[src/charger_defs.svh]
// Constants for the charger status and configuration register pair.
// Assumes inclusion by bare name from the package and the design file.
`ifndef CHARGER_DEFS_SVH
`define CHARGER_DEFS_SVH

// Register addresses
`define REG_INREG_ADDR 8'h05
`define REG_TIMER_ADDR 8'h06

// Field positions in the input regulation register
`define INREG_MINSYS_BIT 7
`define INREG_VINREG_BIT 6
`define INREG_REDUCED_BIT 5
`define INREG_DETECT_BIT 4
`define INREG_DISABLE_BIT 3
`define INREG_CODE_HI 2
`define INREG_CODE_LO 0

// Field positions in the timer and thermistor register
`define TIMER_HALF_BIT 7
`define TIMER_SEL_HI 6
`define TIMER_SEL_LO 5
`define TIMER_BOOST_BIT 4
`define TIMER_THERM_EN_BIT 3
`define TIMER_FAULT_HI 2
`define TIMER_FAULT_LO 1
`define TIMER_BASE_BIT 0

// Reset values of writable fields
`define RST_REDUCED 1'h0
`define RST_DETECT 1'h0
`define RST_CODE 3'h0
`define RST_HALF 1'h1
`define RST_TIMER_SEL 2'h0
`define RST_BOOST 1'h1
`define RST_THERM_EN 1'h1
`define RST_BASE 1'h0

// Charge current in mA
`define CUR_REDUCED_MA 12'h12C
`define CUR_BASE_MA 12'h1F4
`define CUR_STEP_MA 12'h064
`define CUR_MAX_MA 12'hBB8

// Boost current limit in mA
`define BOOST_HIGH_MA 13'hFA0
`define BOOST_LOW_MA 13'h7D0

// Safety timer limits in seconds (1.25 min, 6 h, 9 h)
`define TMR_SHORT_S 17'h0004B
`define TMR_MID_S 17'h05460
`define TMR_LONG_S 17'h07E90

// Input threshold base in mV and the 2 percent divisor
`define VIN_BASE_LOW_MV 20'h01068
`define VIN_BASE_HIGH_MV 20'h02774
`define VIN_PCT_DIV 20'h00032

// Thermistor fault codes
`define FAULT_NORMAL 2'h0

`endif

[src/charger_pkg.sv]
// Types for the charger status and configuration register pair.
// Assumes the defines header sits on the include path.
`include "charger_defs.svh"

package charger_pkg;

   // One register access from the serial interface engine
   typedef struct packed {
      logic wr;
      logic rd;
      logic [7:0] addr;
      logic [7:0] wdata;
   } reg_req_s;

   // Live conditions from the analog and control core
   typedef struct packed {
      logic min_system_mode_flag;
      logic input_regulation_active_flag;
      logic chip_disable_pin;
      logic thermal_reg_active;
      logic input_current_limit_active;
      logic [1:0] thermistor_fault_code;
   } core_status_s;

   // Safety timer limit encodings
   typedef enum logic [1:0] {
      TMR_SEL_SHORT = 2'h0,
      TMR_SEL_MID = 2'h1,
      TMR_SEL_LONG = 2'h2,
      TMR_SEL_OFF = 2'h3
   } timer_sel_e;

endpackage

[src/charger_status_config_regs.sv]
// Input regulation status register and safety timer / thermistor register.
// Assumes a serial interface engine issues one access per cycle on i_req,
// and that the core supplies live status synchronous to i_mclk.
`timescale 1ns/100ps
`default_nettype none
`include "charger_defs.svh"

module charger_status_config_regs
   import charger_pkg::*;
(
   input wire logic i_mclk,
   input wire logic i_rst_n,
   input wire reg_req_s i_req,
   input wire core_status_s i_status,
   input wire logic [4:0] i_fast_charge_code,
   input wire logic i_detect_done,
   output logic [7:0] o_reg_rdata,
   output logic o_reg_rvalid,
   output logic o_detect_start,
   output logic [11:0] o_charge_current_ma,
   output logic [19:0] o_input_threshold_mv,
   output logic o_timer_halfspeed,
   output logic [16:0] o_timer_limit_s,
   output logic o_timer_disable,
   output logic [12:0] o_boost_limit_ma,
   output logic o_thermistor_enable
);

   logic reduced_current_select_ff;
   logic detect_ff;
   logic [2:0] input_threshold_code_ff;
   logic timer_halfspeed_enable_ff;
   timer_sel_e timer_sel_ff;
   logic boost_limit_select_ff;
   logic thermistor_enable_ff;
   logic input_threshold_base_select_ff;
   logic wr_inreg;
   logic wr_timer;
   logic [1:0] fault_view;
   logic [7:0] inreg_view;
   logic [7:0] timer_view;
   logic [7:0] nxt_rdata;
   logic [12:0] nxt_cur_sum;
   logic [19:0] nxt_threshold;

   assign wr_inreg = i_req.wr && (i_req.addr == `REG_INREG_ADDR);
   assign wr_timer = i_req.wr && (i_req.addr == `REG_TIMER_ADDR);

   // Fault code reads as normal while monitoring is off
   assign fault_view = thermistor_enable_ff ?
      i_status.thermistor_fault_code : `FAULT_NORMAL;

   // Read views: status bits are live, never stored from writes
   always_comb begin
      inreg_view = 8'h00;
      inreg_view[`INREG_MINSYS_BIT] = i_status.min_system_mode_flag;
      inreg_view[`INREG_VINREG_BIT] =
         i_status.input_regulation_active_flag;
      inreg_view[`INREG_REDUCED_BIT] = reduced_current_select_ff;
      inreg_view[`INREG_DETECT_BIT] = detect_ff;
      inreg_view[`INREG_DISABLE_BIT] = i_status.chip_disable_pin;
      inreg_view[`INREG_CODE_HI:`INREG_CODE_LO] = input_threshold_code_ff;
      timer_view = 8'h00;
      timer_view[`TIMER_HALF_BIT] = timer_halfspeed_enable_ff;
      timer_view[`TIMER_SEL_HI:`TIMER_SEL_LO] = timer_sel_ff;
      timer_view[`TIMER_BOOST_BIT] = boost_limit_select_ff;
      timer_view[`TIMER_THERM_EN_BIT] = thermistor_enable_ff;
      timer_view[`TIMER_FAULT_HI:`TIMER_FAULT_LO] = fault_view;
      timer_view[`TIMER_BASE_BIT] = input_threshold_base_select_ff;
   end

   // Read data mux; unmapped addresses read as zero
   always_comb begin
      unique case (i_req.addr)
         `REG_INREG_ADDR: nxt_rdata = inreg_view;
         `REG_TIMER_ADDR: nxt_rdata = timer_view;
         default: nxt_rdata = 8'h00;
      endcase
   end

   // Registered read answer one cycle after the request
   always_ff @(posedge i_mclk or negedge i_rst_n) begin
      if (!i_rst_n) begin
         o_reg_rdata <= 8'h00;
         o_reg_rvalid <= 1'b0;
      end else begin
         o_reg_rvalid <= i_req.rd;
         if (i_req.rd) begin
            o_reg_rdata <= nxt_rdata;
         end
      end
   end

   // Writable fields of the input regulation register
   always_ff @(posedge i_mclk or negedge i_rst_n) begin
      if (!i_rst_n) begin
         reduced_current_select_ff <= `RST_REDUCED;
         input_threshold_code_ff <= `RST_CODE;
      end else if (wr_inreg) begin
         reduced_current_select_ff <= i_req.wdata[`INREG_REDUCED_BIT];
         input_threshold_code_ff <=
            i_req.wdata[`INREG_CODE_HI:`INREG_CODE_LO];
      end
   end

   // Detection request: a write wins over completion in the same cycle
   always_ff @(posedge i_mclk or negedge i_rst_n) begin
      if (!i_rst_n) begin
         detect_ff <= `RST_DETECT;
         o_detect_start <= 1'b0;
      end else begin
         o_detect_start <= wr_inreg && i_req.wdata[`INREG_DETECT_BIT];
         if (wr_inreg) begin
            detect_ff <= i_req.wdata[`INREG_DETECT_BIT];
         end else if (i_detect_done) begin
            detect_ff <= 1'b0;
         end
      end
   end

   // Writable fields of the timer and thermistor register
   always_ff @(posedge i_mclk or negedge i_rst_n) begin
      if (!i_rst_n) begin
         timer_halfspeed_enable_ff <= `RST_HALF;
         timer_sel_ff <= timer_sel_e'(`RST_TIMER_SEL);
         boost_limit_select_ff <= `RST_BOOST;
         thermistor_enable_ff <= `RST_THERM_EN;
         input_threshold_base_select_ff <= `RST_BASE;
      end else if (wr_timer) begin
         timer_halfspeed_enable_ff <= i_req.wdata[`TIMER_HALF_BIT];
         timer_sel_ff <=
            timer_sel_e'(i_req.wdata[`TIMER_SEL_HI:`TIMER_SEL_LO]);
         boost_limit_select_ff <= i_req.wdata[`TIMER_BOOST_BIT];
         thermistor_enable_ff <= i_req.wdata[`TIMER_THERM_EN_BIT];
         input_threshold_base_select_ff <=
            i_req.wdata[`TIMER_BASE_BIT];
      end
   end

   // Charge current and input threshold arithmetic
   always_comb begin
      nxt_cur_sum = {1'b0, `CUR_BASE_MA} +
         13'(i_fast_charge_code) * {1'b0, `CUR_STEP_MA};
      nxt_threshold = (input_threshold_base_select_ff ?
         `VIN_BASE_HIGH_MV : `VIN_BASE_LOW_MV) *
         (`VIN_PCT_DIV + 20'(input_threshold_code_ff)) /
         `VIN_PCT_DIV;
   end

   // Core controls, all from flip-flops
   always_ff @(posedge i_mclk or negedge i_rst_n) begin
      if (!i_rst_n) begin
         o_charge_current_ma <= `CUR_REDUCED_MA;
         o_input_threshold_mv <= `VIN_BASE_LOW_MV;
         o_timer_halfspeed <= 1'b0;
         o_timer_limit_s <= `TMR_SHORT_S;
         o_timer_disable <= 1'b0;
         o_boost_limit_ma <= `BOOST_HIGH_MA;
         o_thermistor_enable <= 1'b1;
      end else begin
         if (reduced_current_select_ff) begin
            o_charge_current_ma <= `CUR_REDUCED_MA;
         end else if (nxt_cur_sum > {1'b0, `CUR_MAX_MA}) begin
            o_charge_current_ma <= `CUR_MAX_MA;
         end else begin
            o_charge_current_ma <= nxt_cur_sum[11:0];
         end
         o_input_threshold_mv <= nxt_threshold;
         o_timer_halfspeed <= timer_halfspeed_enable_ff &&
            (i_status.thermal_reg_active ||
             i_status.input_regulation_active_flag ||
             i_status.input_current_limit_active);
         unique case (timer_sel_ff)
            TMR_SEL_SHORT: o_timer_limit_s <= `TMR_SHORT_S;
            TMR_SEL_MID: o_timer_limit_s <= `TMR_MID_S;
            TMR_SEL_LONG: o_timer_limit_s <= `TMR_LONG_S;
            TMR_SEL_OFF: o_timer_limit_s <= `TMR_LONG_S;
         endcase
         o_timer_disable <= (timer_sel_ff == TMR_SEL_OFF);
         o_boost_limit_ma <= boost_limit_select_ff ?
            `BOOST_HIGH_MA : `BOOST_LOW_MA;
         o_thermistor_enable <= thermistor_enable_ff;
      end
   end

   // Helper flags: no write yet since reset
   logic untouched5_ff;
   logic untouched6_ff;
   always_ff @(posedge i_mclk or negedge i_rst_n) begin
      if (!i_rst_n) begin
         untouched5_ff <= 1'b1;
         untouched6_ff <= 1'b1;
      end else begin
         if (wr_inreg) untouched5_ff <= 1'b0;
         if (wr_timer) untouched6_ff <= 1'b0;
      end
   end
endmodule
`default_nettype wire

[config.mk]
export PLATFORM = sky130hd
export DESIGN_NAME = charger_status_config_regs
export DESIGN_NICKNAME = d
export VERILOG_FILES = /design/src/charger_pkg.sv /design/src/charger_status_config_regs.sv
export VERILOG_INCLUDE_DIRS = /design/src /design/src/src
export SDC_FILE = /design/constraint.sdc
export NUM_CORES = 1
export LEC_CHECK = 0
export BUFFER_PORTS_ARGS = -buffer_cell sky130_fd_sc_hd__buf_2
export CAP_MARGIN = 20
export CORE_ASPECT_RATIO = 1.2
export CORE_MARGIN = 1.5
export CORE_UTILIZATION = 30
export DETAILED_ROUTE_END_ITERATION = 16
export HOLD_SLACK_MARGIN = 0.12
export PLACE_DENSITY = 0.56
export SYNTH_ARGS = -nofsm -noshare
export SYNTH_HDL_FRONTEND = slang
export SYNTH_SLANG_ARGS = --single-unit
[constraint.sdc]
create_clock -name i_mclk -period 36.7 [get_ports i_mclk]
set_input_delay 1.835 -clock i_mclk [delete_from_list [all_inputs] [get_ports i_mclk]]
set_output_delay 1.835 -clock i_mclk [all_outputs]
set_load 0.005 [all_outputs]
==> results.sh, run 1 <==
export IMPL_crit_arrival_ns=16.38
export IMPL_setup_violations_final=0
export IMPL_io_pins=108
export IMPL_synth_top_cells_by_count="nand2_1, nor2_1, a21oi_1, ha_1, inv_1"
export IMPL_max_freq_mhz=61.8
export IMPL_synth_warning_count=0
export IMPL_firstDrtPassIters=5
export IMPL_clock_skew_ns=0.0102
export IMPL_min_period_over_period=0.441
export IMPL_grt_ovfl_total=0
export IMPL_cts_root_buf="clkbuf_16"
export IMPL_post_route_cells_drive_above_1_share=0.193
export IMPL_final_period_minus_worst_setup_slack_ns=16.19
export IMPL_syn_to_final_growth_pct=8.52
export IMPL_synth_edff_count=0
export IMPL_worstReg2RegStart="input_threshold_code_ff[1]$_DFFE_PN0P_"
export IMPL_crit_buf_inv=5
export IMPL_drt_first_iter_violations=416
export IMPL_cts_sinks=56
export IMPL_timing_worst_setup_path_type="register to register"
export IMPL_synth_area_per_cell_um2=8.16
export IMPL_nFillCells=3152
export IMPL_core_area_um2=29500
export IMPL_type_of_origin_of_the_critical_path="register"
export IMPL_place_gp_congestion=0.884
export IMPL_routed_via_count=8660
export IMPL_worstHoldStart="boost_limit_select_ff$_DFFE_PN1P_"
export IMPL_status="completed"
export IMPL_reg2reg_setup_slack_ns=20.51
export IMPL_cts_buffers=5
export IMPL_route_detailed_drc=0
export IMPL_cp_required_ns=36.89
export IMPL_mean_number_of_vias_per_cell=5.63
export IMPL_slowest_stage="a311oi_2"
export IMPL_holdCritPathClass="register to register"
export IMPL_timing_critical_path_mode_cell="ha_1"
export IMPL_timing_max_transition_violations_final=0
export IMPL_totalNegativeSetupSlack_ns=0
export IMPL_grt_usage=0.163
export IMPL_worst_slew_margin_rel=0.333
export IMPL_synth_yosys_seq_area_share=0.159
export IMPL_maximum_net_fanout_on_the_critical_path=16
export IMPL_routed_wl_mm=25.7
export IMPL_die_height_um=192
export IMPL_worst_setup_hold_path_clk_slew_ns=0.08
export IMPL_ctsResizeCount=0
export IMPL_post_cts_buffers=0
export IMPL_yosysTopAreaCell="dfrtp_1"
export IMPL_regArea_um2=1420
export IMPL_die_x_um=161
export IMPL_ff2ff_path_depth=53
export IMPL_post_synth_instance_area_um2=8950
export IMPL_area_of_combinational_cells_with_multiple_inputs_um2=6950
export IMPL_critPathCaptureType="register"
export IMPL_worst_path_dominant_cell_family="compound AO/OA/AOI/OAI gates"
export IMPL_vias_in_the_first_global_route=8316
export IMPL_postSynthCellCount=1097
export IMPL_hold_path_depth=0
export IMPL_post_drt_wl_per_cell_um=16.7
export IMPL_worst_pin_slew_ns=0.993
export IMPL_netlist_top_cells_area="dfrtp_1, ha_1, dfstp_2, xnor2_1, nand2_1"
export IMPL_clock_latency_ns=0.31
export IMPL_critPathMaxStageDelay_ns=0.83
export IMPL_post_synth_num_cell_types=124
export IMPL_rr_endpoint="o_input_threshold_mv[0]$_DFF_PN0_"
export IMPL_hpwl_mm=20.4
export IMPL_detail_route_antenna_nets=0
export IMPL_pin_count_of_the_biggest_net_entering_global_routing=57
export IMPL_synth_async_reset_ratio=1.00
export IMPL_htreeDepth=2
export IMPL_rsz0062_at_grt="false"
export IMPL_timing_hold_worst_endpoint="o_boost_limit_ma[5]$_DFF_PN1_"
export IMPL_design_die_area_um2=30900
export IMPL_cts_hold_buffers_added=0
export IMPL_global_route_wire_length_before_repair_mm=41.9
export IMPL_cts_tree="done"
export IMPL_number_of_antenna_violations_at_the_first_check_in_global_routing=1
export IMPL_finalNetCount=1249
export IMPL_synth_largest_type_area_fraction=0.115
export IMPL_ys_flop_type="dfrtp_1"
export IMPL_synth_ff_latch_count=56
export IMPL_finalHoldViolCount=0
export IMPL_fp_row_count=69
export IMPL_floorplan_initialDensity=0.303
export IMPL_ctsLongestPathBuffers=2
export IMPL_buffer_ports_inserted=87
export IMPL_yosys_cell_count_top_type="nand2_1"
export IMPL_timing_max_cap_violations=0
[routing by layer]
| layer | track usage | vias to the layer above | wire, um |
|---|---|---|---|
| met5 | 0 | - | 0 |
| met4 | 0.0570 | 0 | 780 |
| met3 | 0.0234 | 58 | 1170 |
| met2 | 0.299 | 260 | 12600 |
| met1 | 0.194 | 4127 | 11100 |
| li1 | - | 4215 | - |
[state kept, by name (all words and copies together) (netlist names), 2 cells and up]
register	cells
input_threshold_code_ff	3
o_boost_limit_ma	2
o_charge_current_ma	10
o_input_threshold_mv	15
o_reg_rdata	8
o_timer_limit_s	5
timer_sel_ff	2
[placed cells by master (no fill, tap or decap), types with 15 or more instances in the layout]
cell,n
a211oi_1,35
a21o_1,20
a21oi_1,57
and2_1,15
buf_2,87
conb_1,25
dfrtp_1,41
dfstp_2,15
ha_1,57
inv_1,52
mux2_2,20
nand2_1,85
nand3_1,34
nor2_1,81
nor3_1,39
o211ai_1,15
o21ai_0,40
o21ai_1,17
xnor2_1,41
xor2_1,20
[stage by stage]
stage | utilization | instances | hold WS [ns] | area, um2 | setup WS (ns)
after CTS | 0.329 | 1538 | 0.387 | 9720 | 20.74
after global placement | 0.324 | 1530 | 0.374 | 9570 | 21.09
final | 0.329 | 1539 | 0.387 | 9720 | 20.51
after detailed placement | 0.324 | 1530 | 0.375 | 9570 | 20.81
after floorplan | - | 1120 | 0.367 | 9040 | 23.45
after global routing | 0.329 | 1538 | 0.389 | 9720 | 19.37
[kinds of logic (layout without fill, tap and decap cells)]
| family | after synthesis | count (layout) | synth area share |
|---|---|---|---|
| xor gates and xnor gates | 63 | 63 | 0.0633 |
| and+or+nand+nor | 348 | 348 | 0.202 |
| adders and majority gates | 74 | 74 | 0.112 |
| DFF | 56 | 56 | 0.159 |
| buffers and inverters | 131 | 159 | 0.0746 |
| muxes | 38 | 38 | 0.0472 |
| AOI/OAI and AO/OA | 385 | 385 | 0.341 |
| other | 2 | 26 | 0.000839 |
[final cells by class]
class	instances	area share
repair buffers	96	0.0518
multi-input cells	933	0.715
flip-flops and latches	56	0.146
inverters	55	0.0215
clock buffers	6	0.0133
diodes	1	0.000257
well taps	390	0.0502
clock inverters	2	0.00142
[worst max-delay path by stage]
| stage | start | to | slack [ns] | cells after the start |
|---|---|---|---|---|
| 5_1_grt | input_threshold_code_ff[1]$_DFFE_PN0P_ | o_input_threshold_mv[0]$_DFF_PN0_ | 19.37 | 52 |
| 3_3_place_gp | input_threshold_code_ff[1]$_DFFE_PN0P_ | o_input_threshold_mv[0]$_DFF_PN0_ | 21.09 | 53 |
| 6_report | input_threshold_code_ff[1]$_DFFE_PN0P_ | o_input_threshold_mv[0]$_DFF_PN0_ | 20.51 | 53 |
| 3_5_place_dp | input_threshold_code_ff[1]$_DFFE_PN0P_ | o_input_threshold_mv[0]$_DFF_PN0_ | 20.81 | 53 |
| 4_1_cts | input_threshold_code_ff[1]$_DFFE_PN0P_ | o_input_threshold_mv[0]$_DFF_PN0_ | 20.74 | 53 |
| 2_1_floorplan | input_threshold_code_ff[1]$_DFFE_PN0P_ | o_input_threshold_mv[0]$_DFF_PN0_ | 23.45 | 57 |
Power of run 1 is left out: the tool's default activity adds up to more than one toggle a clock period on the data nets, which glitch-free logic cannot reach.
==> run 2: changes to the inputs <==
- ABC_AREA: unset -> 1
- clock period: 36.7 -> 16.7 ns (I/O delays scaled with it)
==> results.sh, run 2 <==
export IMPL_timing_max_transition_violations_final=0
export IMPL_cts_hold_buffers_added=0
export IMPL_timing_hold_worst_endpoint="o_boost_limit_ma[5]$_DFF_PN1_"
export IMPL_htreeDepth=2
export IMPL_ctsResizeCount=0
export IMPL_buffer_ports_inserted=87
export IMPL_firstDrtPassIters=5
export IMPL_routed_wl_mm=18.4
export IMPL_floorplan_initialDensity=0.304
export IMPL_post_synth_num_cell_types=52
export IMPL_ys_flop_type="dfrtp_1"
export IMPL_yosys_cell_count_top_type="nand2_1"
export IMPL_postSynthCellCount=1137
export IMPL_cts_buffers=5
export IMPL_largest_register="o_input_threshold_mv"
export IMPL_n_antenna_cell=0
export IMPL_finalHoldViolCount=0
export IMPL_xor_xnor_portion_of_the_synthesized_cell_area=0.0351
export IMPL_place_gp_congestion=0.861
export IMPL_ff2ff_path_depth=84
export IMPL_postLayoutCellArea_um2=8260
export IMPL_layout_cells_most_common="nand2_1"
export IMPL_detail_route_antenna_nets=0
export IMPL_crit_arrival_ns=12.54
export IMPL_syn_to_final_growth_pct=10.4
export IMPL_dpl_instance_area_um2=8110
export IMPL_rsz0062_at_grt="false"
export IMPL_critPathCaptureType="register"
export IMPL_utilization=0.336
export IMPL_die_height_um=176
export IMPL_min_period_over_period=0.739
export IMPL_nFillCells=2738
export IMPL_finalNonFillerCells=1540
export IMPL_die_x_um=147
export IMPL_synth_async_reset_ratio=1.00
export IMPL_fp_row_count=63
export IMPL_synth_area_per_cell_um2=6.58
export IMPL_io_pins=108
export IMPL_cts_root_buf="clkbuf_16"
export IMPL_post_route_cells_drive_above_1_share=0.190
export IMPL_holdCritPathClass="register to register"
export IMPL_placed_instances=1532
export IMPL_clock_skew_ns=0.0167
export IMPL_vias_in_the_first_global_route=6690
export IMPL_design_die_area_um2=25900
export IMPL_worstReg2RegStart="input_threshold_code_ff[1]$_DFFE_PN0P_"
export IMPL_status="completed"
export IMPL_synth_compound_area_share=0.0644
export IMPL_reg2reg_setup_slack_ns=4.36
export IMPL_cts_sinks=56
export IMPL_final_period_minus_worst_setup_slack_ns=12.34
export IMPL_largest_register_ff_count=15
export IMPL_post_synth_instance_area_um2=7480
export IMPL_synth_area_mux_share=0.00151
export IMPL_cts_tree="done"
export IMPL_yosysTopAreaCell="nand2_1"
export IMPL_maximum_net_fanout_on_the_critical_path=15
export IMPL_worst_setup_hold_path_clk_slew_ns=0.09
export IMPL_clock_latency_ns=0.32
export IMPL_synth_edff_count=0
export IMPL_pin_count_of_the_biggest_net_entering_global_routing=57
export IMPL_largestRegisters="o_input_threshold_mv x15, o_charge_current_ma x10, o_reg_rdata x8"
export IMPL_setup_violations_final=0
export IMPL_hold_path_depth=0
export IMPL_layout_common_cells="nand2_1, inv_1, nand3_1"
export IMPL_synth_warning_count=0
export IMPL_drt_first_iter_violations=292
export IMPL_ctsLongestPathBuffers=2
export IMPL_worstHoldStart="boost_limit_select_ff$_DFFE_PN1P_"
export IMPL_synth_top_cells_by_count="nand2_1, inv_1, nand3_1, nor2_1, ha_1"
export IMPL_number_of_antenna_violations_at_the_first_check_in_global_routing=0
export IMPL_synth_yosys_seq_area_share=0.190
export IMPL_routed_via_count=7123
export IMPL_route_detailed_drc=0
export IMPL_crit_buf_inv=7
export IMPL_timing_max_cap_violations=0
export IMPL_grt_ovfl_total=0
export IMPL_cp_required_ns=16.90
export IMPL_hpwl_mm=15.6
export IMPL_worst_slew_margin_rel=0.383
export IMPL_timing_critical_path_mode_cell="nand2_1"
export IMPL_core_area_um2=24600
export IMPL_finalNetCount=1316
export IMPL_rr_endpoint="o_input_threshold_mv[0]$_DFF_PN0_"
export IMPL_grt_usage=0.146
export IMPL_timing_worst_setup_path_type="register to register"
export IMPL_netlist_top_cells_area="nand2_1, dfrtp_1, ha_1, inv_1, nand3_1"
export IMPL_slowest_stage="dfrtp_1"
export IMPL_synth_largest_type_area_fraction=0.165
export IMPL_post_drt_wl_per_cell_um=11.9
export IMPL_global_route_wire_length_before_repair_mm=31.1
export IMPL_yosys_area_share_adder=0.127
export IMPL_synth_ff_latch_count=56
export IMPL_totalNegativeSetupSlack_ns=0
export IMPL_worst_pin_slew_ns=0.917
export IMPL_synth_top_family_by_area="simple AND/OR/NAND/NOR gates"
export IMPL_mean_number_of_vias_per_cell=4.63
export IMPL_synth_simple_gate_area_frac=0.445
export IMPL_critPathMaxStageDelay_ns=0.51
export IMPL_max_freq_mhz=81.0
export IMPL_type_of_origin_of_the_critical_path="register"
export IMPL_post_cts_buffers=0
export IMPL_worst_path_dominant_cell_family="simple AND/OR/NAND/NOR gates"
[run 2: cell types whose count changed after synthesis, moves of 35 or more]
cell / previous run / this run
inv_1: 52 / 163
nand2_2: 1 / 37
nand2_1: 85 / 329
nand4_1: 9 / 45
a211oi_1: 35 / 0
nand3_1: 34 / 108
[run 2: through the flow]
step                hold WS (ns)  setup WS, ns
floorplan                  0.367          6.16
global placement           0.385          4.56
detailed placement         0.385          4.36
CTS                        0.400          4.30
global route               0.412          2.97
finish                     0.398          4.36
[run 2: final cells by class]
class | instances | area, um2 | area share
clock inverters | 3 | 27.5 | 0.00333
inverters | 188 | 706 | 0.0854
repair buffers | 88 | 443 | 0.0536
multi-input cells | 875 | 5130 | 0.621
clock buffers | 5 | 125 | 0.0151
well taps | 325 | 407 | 0.0492
flip-flops and latches | 56 | 1420 | 0.172
[run 2: worst register-to-register path: cells and delay by family (launching register included)]
| family | cells | cell delay [ns] |
|---|---|---|
| buffers and inverters | 7 | 0.68 |
| and+or+nand+nor | 64 | 7.57 |
| AOI/OAI and AO/OA | 5 | 1.00 |
| DFF | 1 | 0.51 |
| adders and majority gates | 8 | 2.47 |
[run 2: logic make-up (layout without fill, tap and decap cells)]
family | after synthesis | count (layout)
compound gates | 84 | 84
xor+xnor | 30 | 30
fa+ha+maj | 69 | 69
buf+inv | 229 | 284
flops | 56 | 56
mux | 1 | 1
other cells | 2 | 25
simple gates | 666 | 666
[run 2: worst max path at each step]
stage / from / endpoint / slack, ns / cells past startpoint
after floorplan: input_threshold_code_ff[1]$_DFFE_PN0P_ / o_input_threshold_mv[0]$_DFF_PN0_ / 6.16 / 86
after global placement: input_threshold_code_ff[1]$_DFFE_PN0P_ / o_input_threshold_mv[0]$_DFF_PN0_ / 4.56 / 81
after detailed placement: input_threshold_code_ff[1]$_DFFE_PN0P_ / o_input_threshold_mv[0]$_DFF_PN0_ / 4.36 / 84
after CTS: input_threshold_code_ff[1]$_DFFE_PN0P_ / o_input_threshold_mv[0]$_DFF_PN0_ / 4.30 / 84
after global routing: input_threshold_code_ff[1]$_DFFE_PN0P_ / o_input_threshold_mv[0]$_DFF_PN0_ / 2.97 / 87
final: input_threshold_code_ff[1]$_DFFE_PN0P_ / o_input_threshold_mv[0]$_DFF_PN0_ / 4.36 / 84
[run 2: layer usage]
metal,share of wire,global-route usage,vias up
met5,0,0,-
met4,0.013,0.0354,0
met3,0.023,0.0186,15
met2,0.53,0.276,95
met1,0.43,0.173,3259
li1,-,-,3754
Power of run 2 is left out for the same reason.
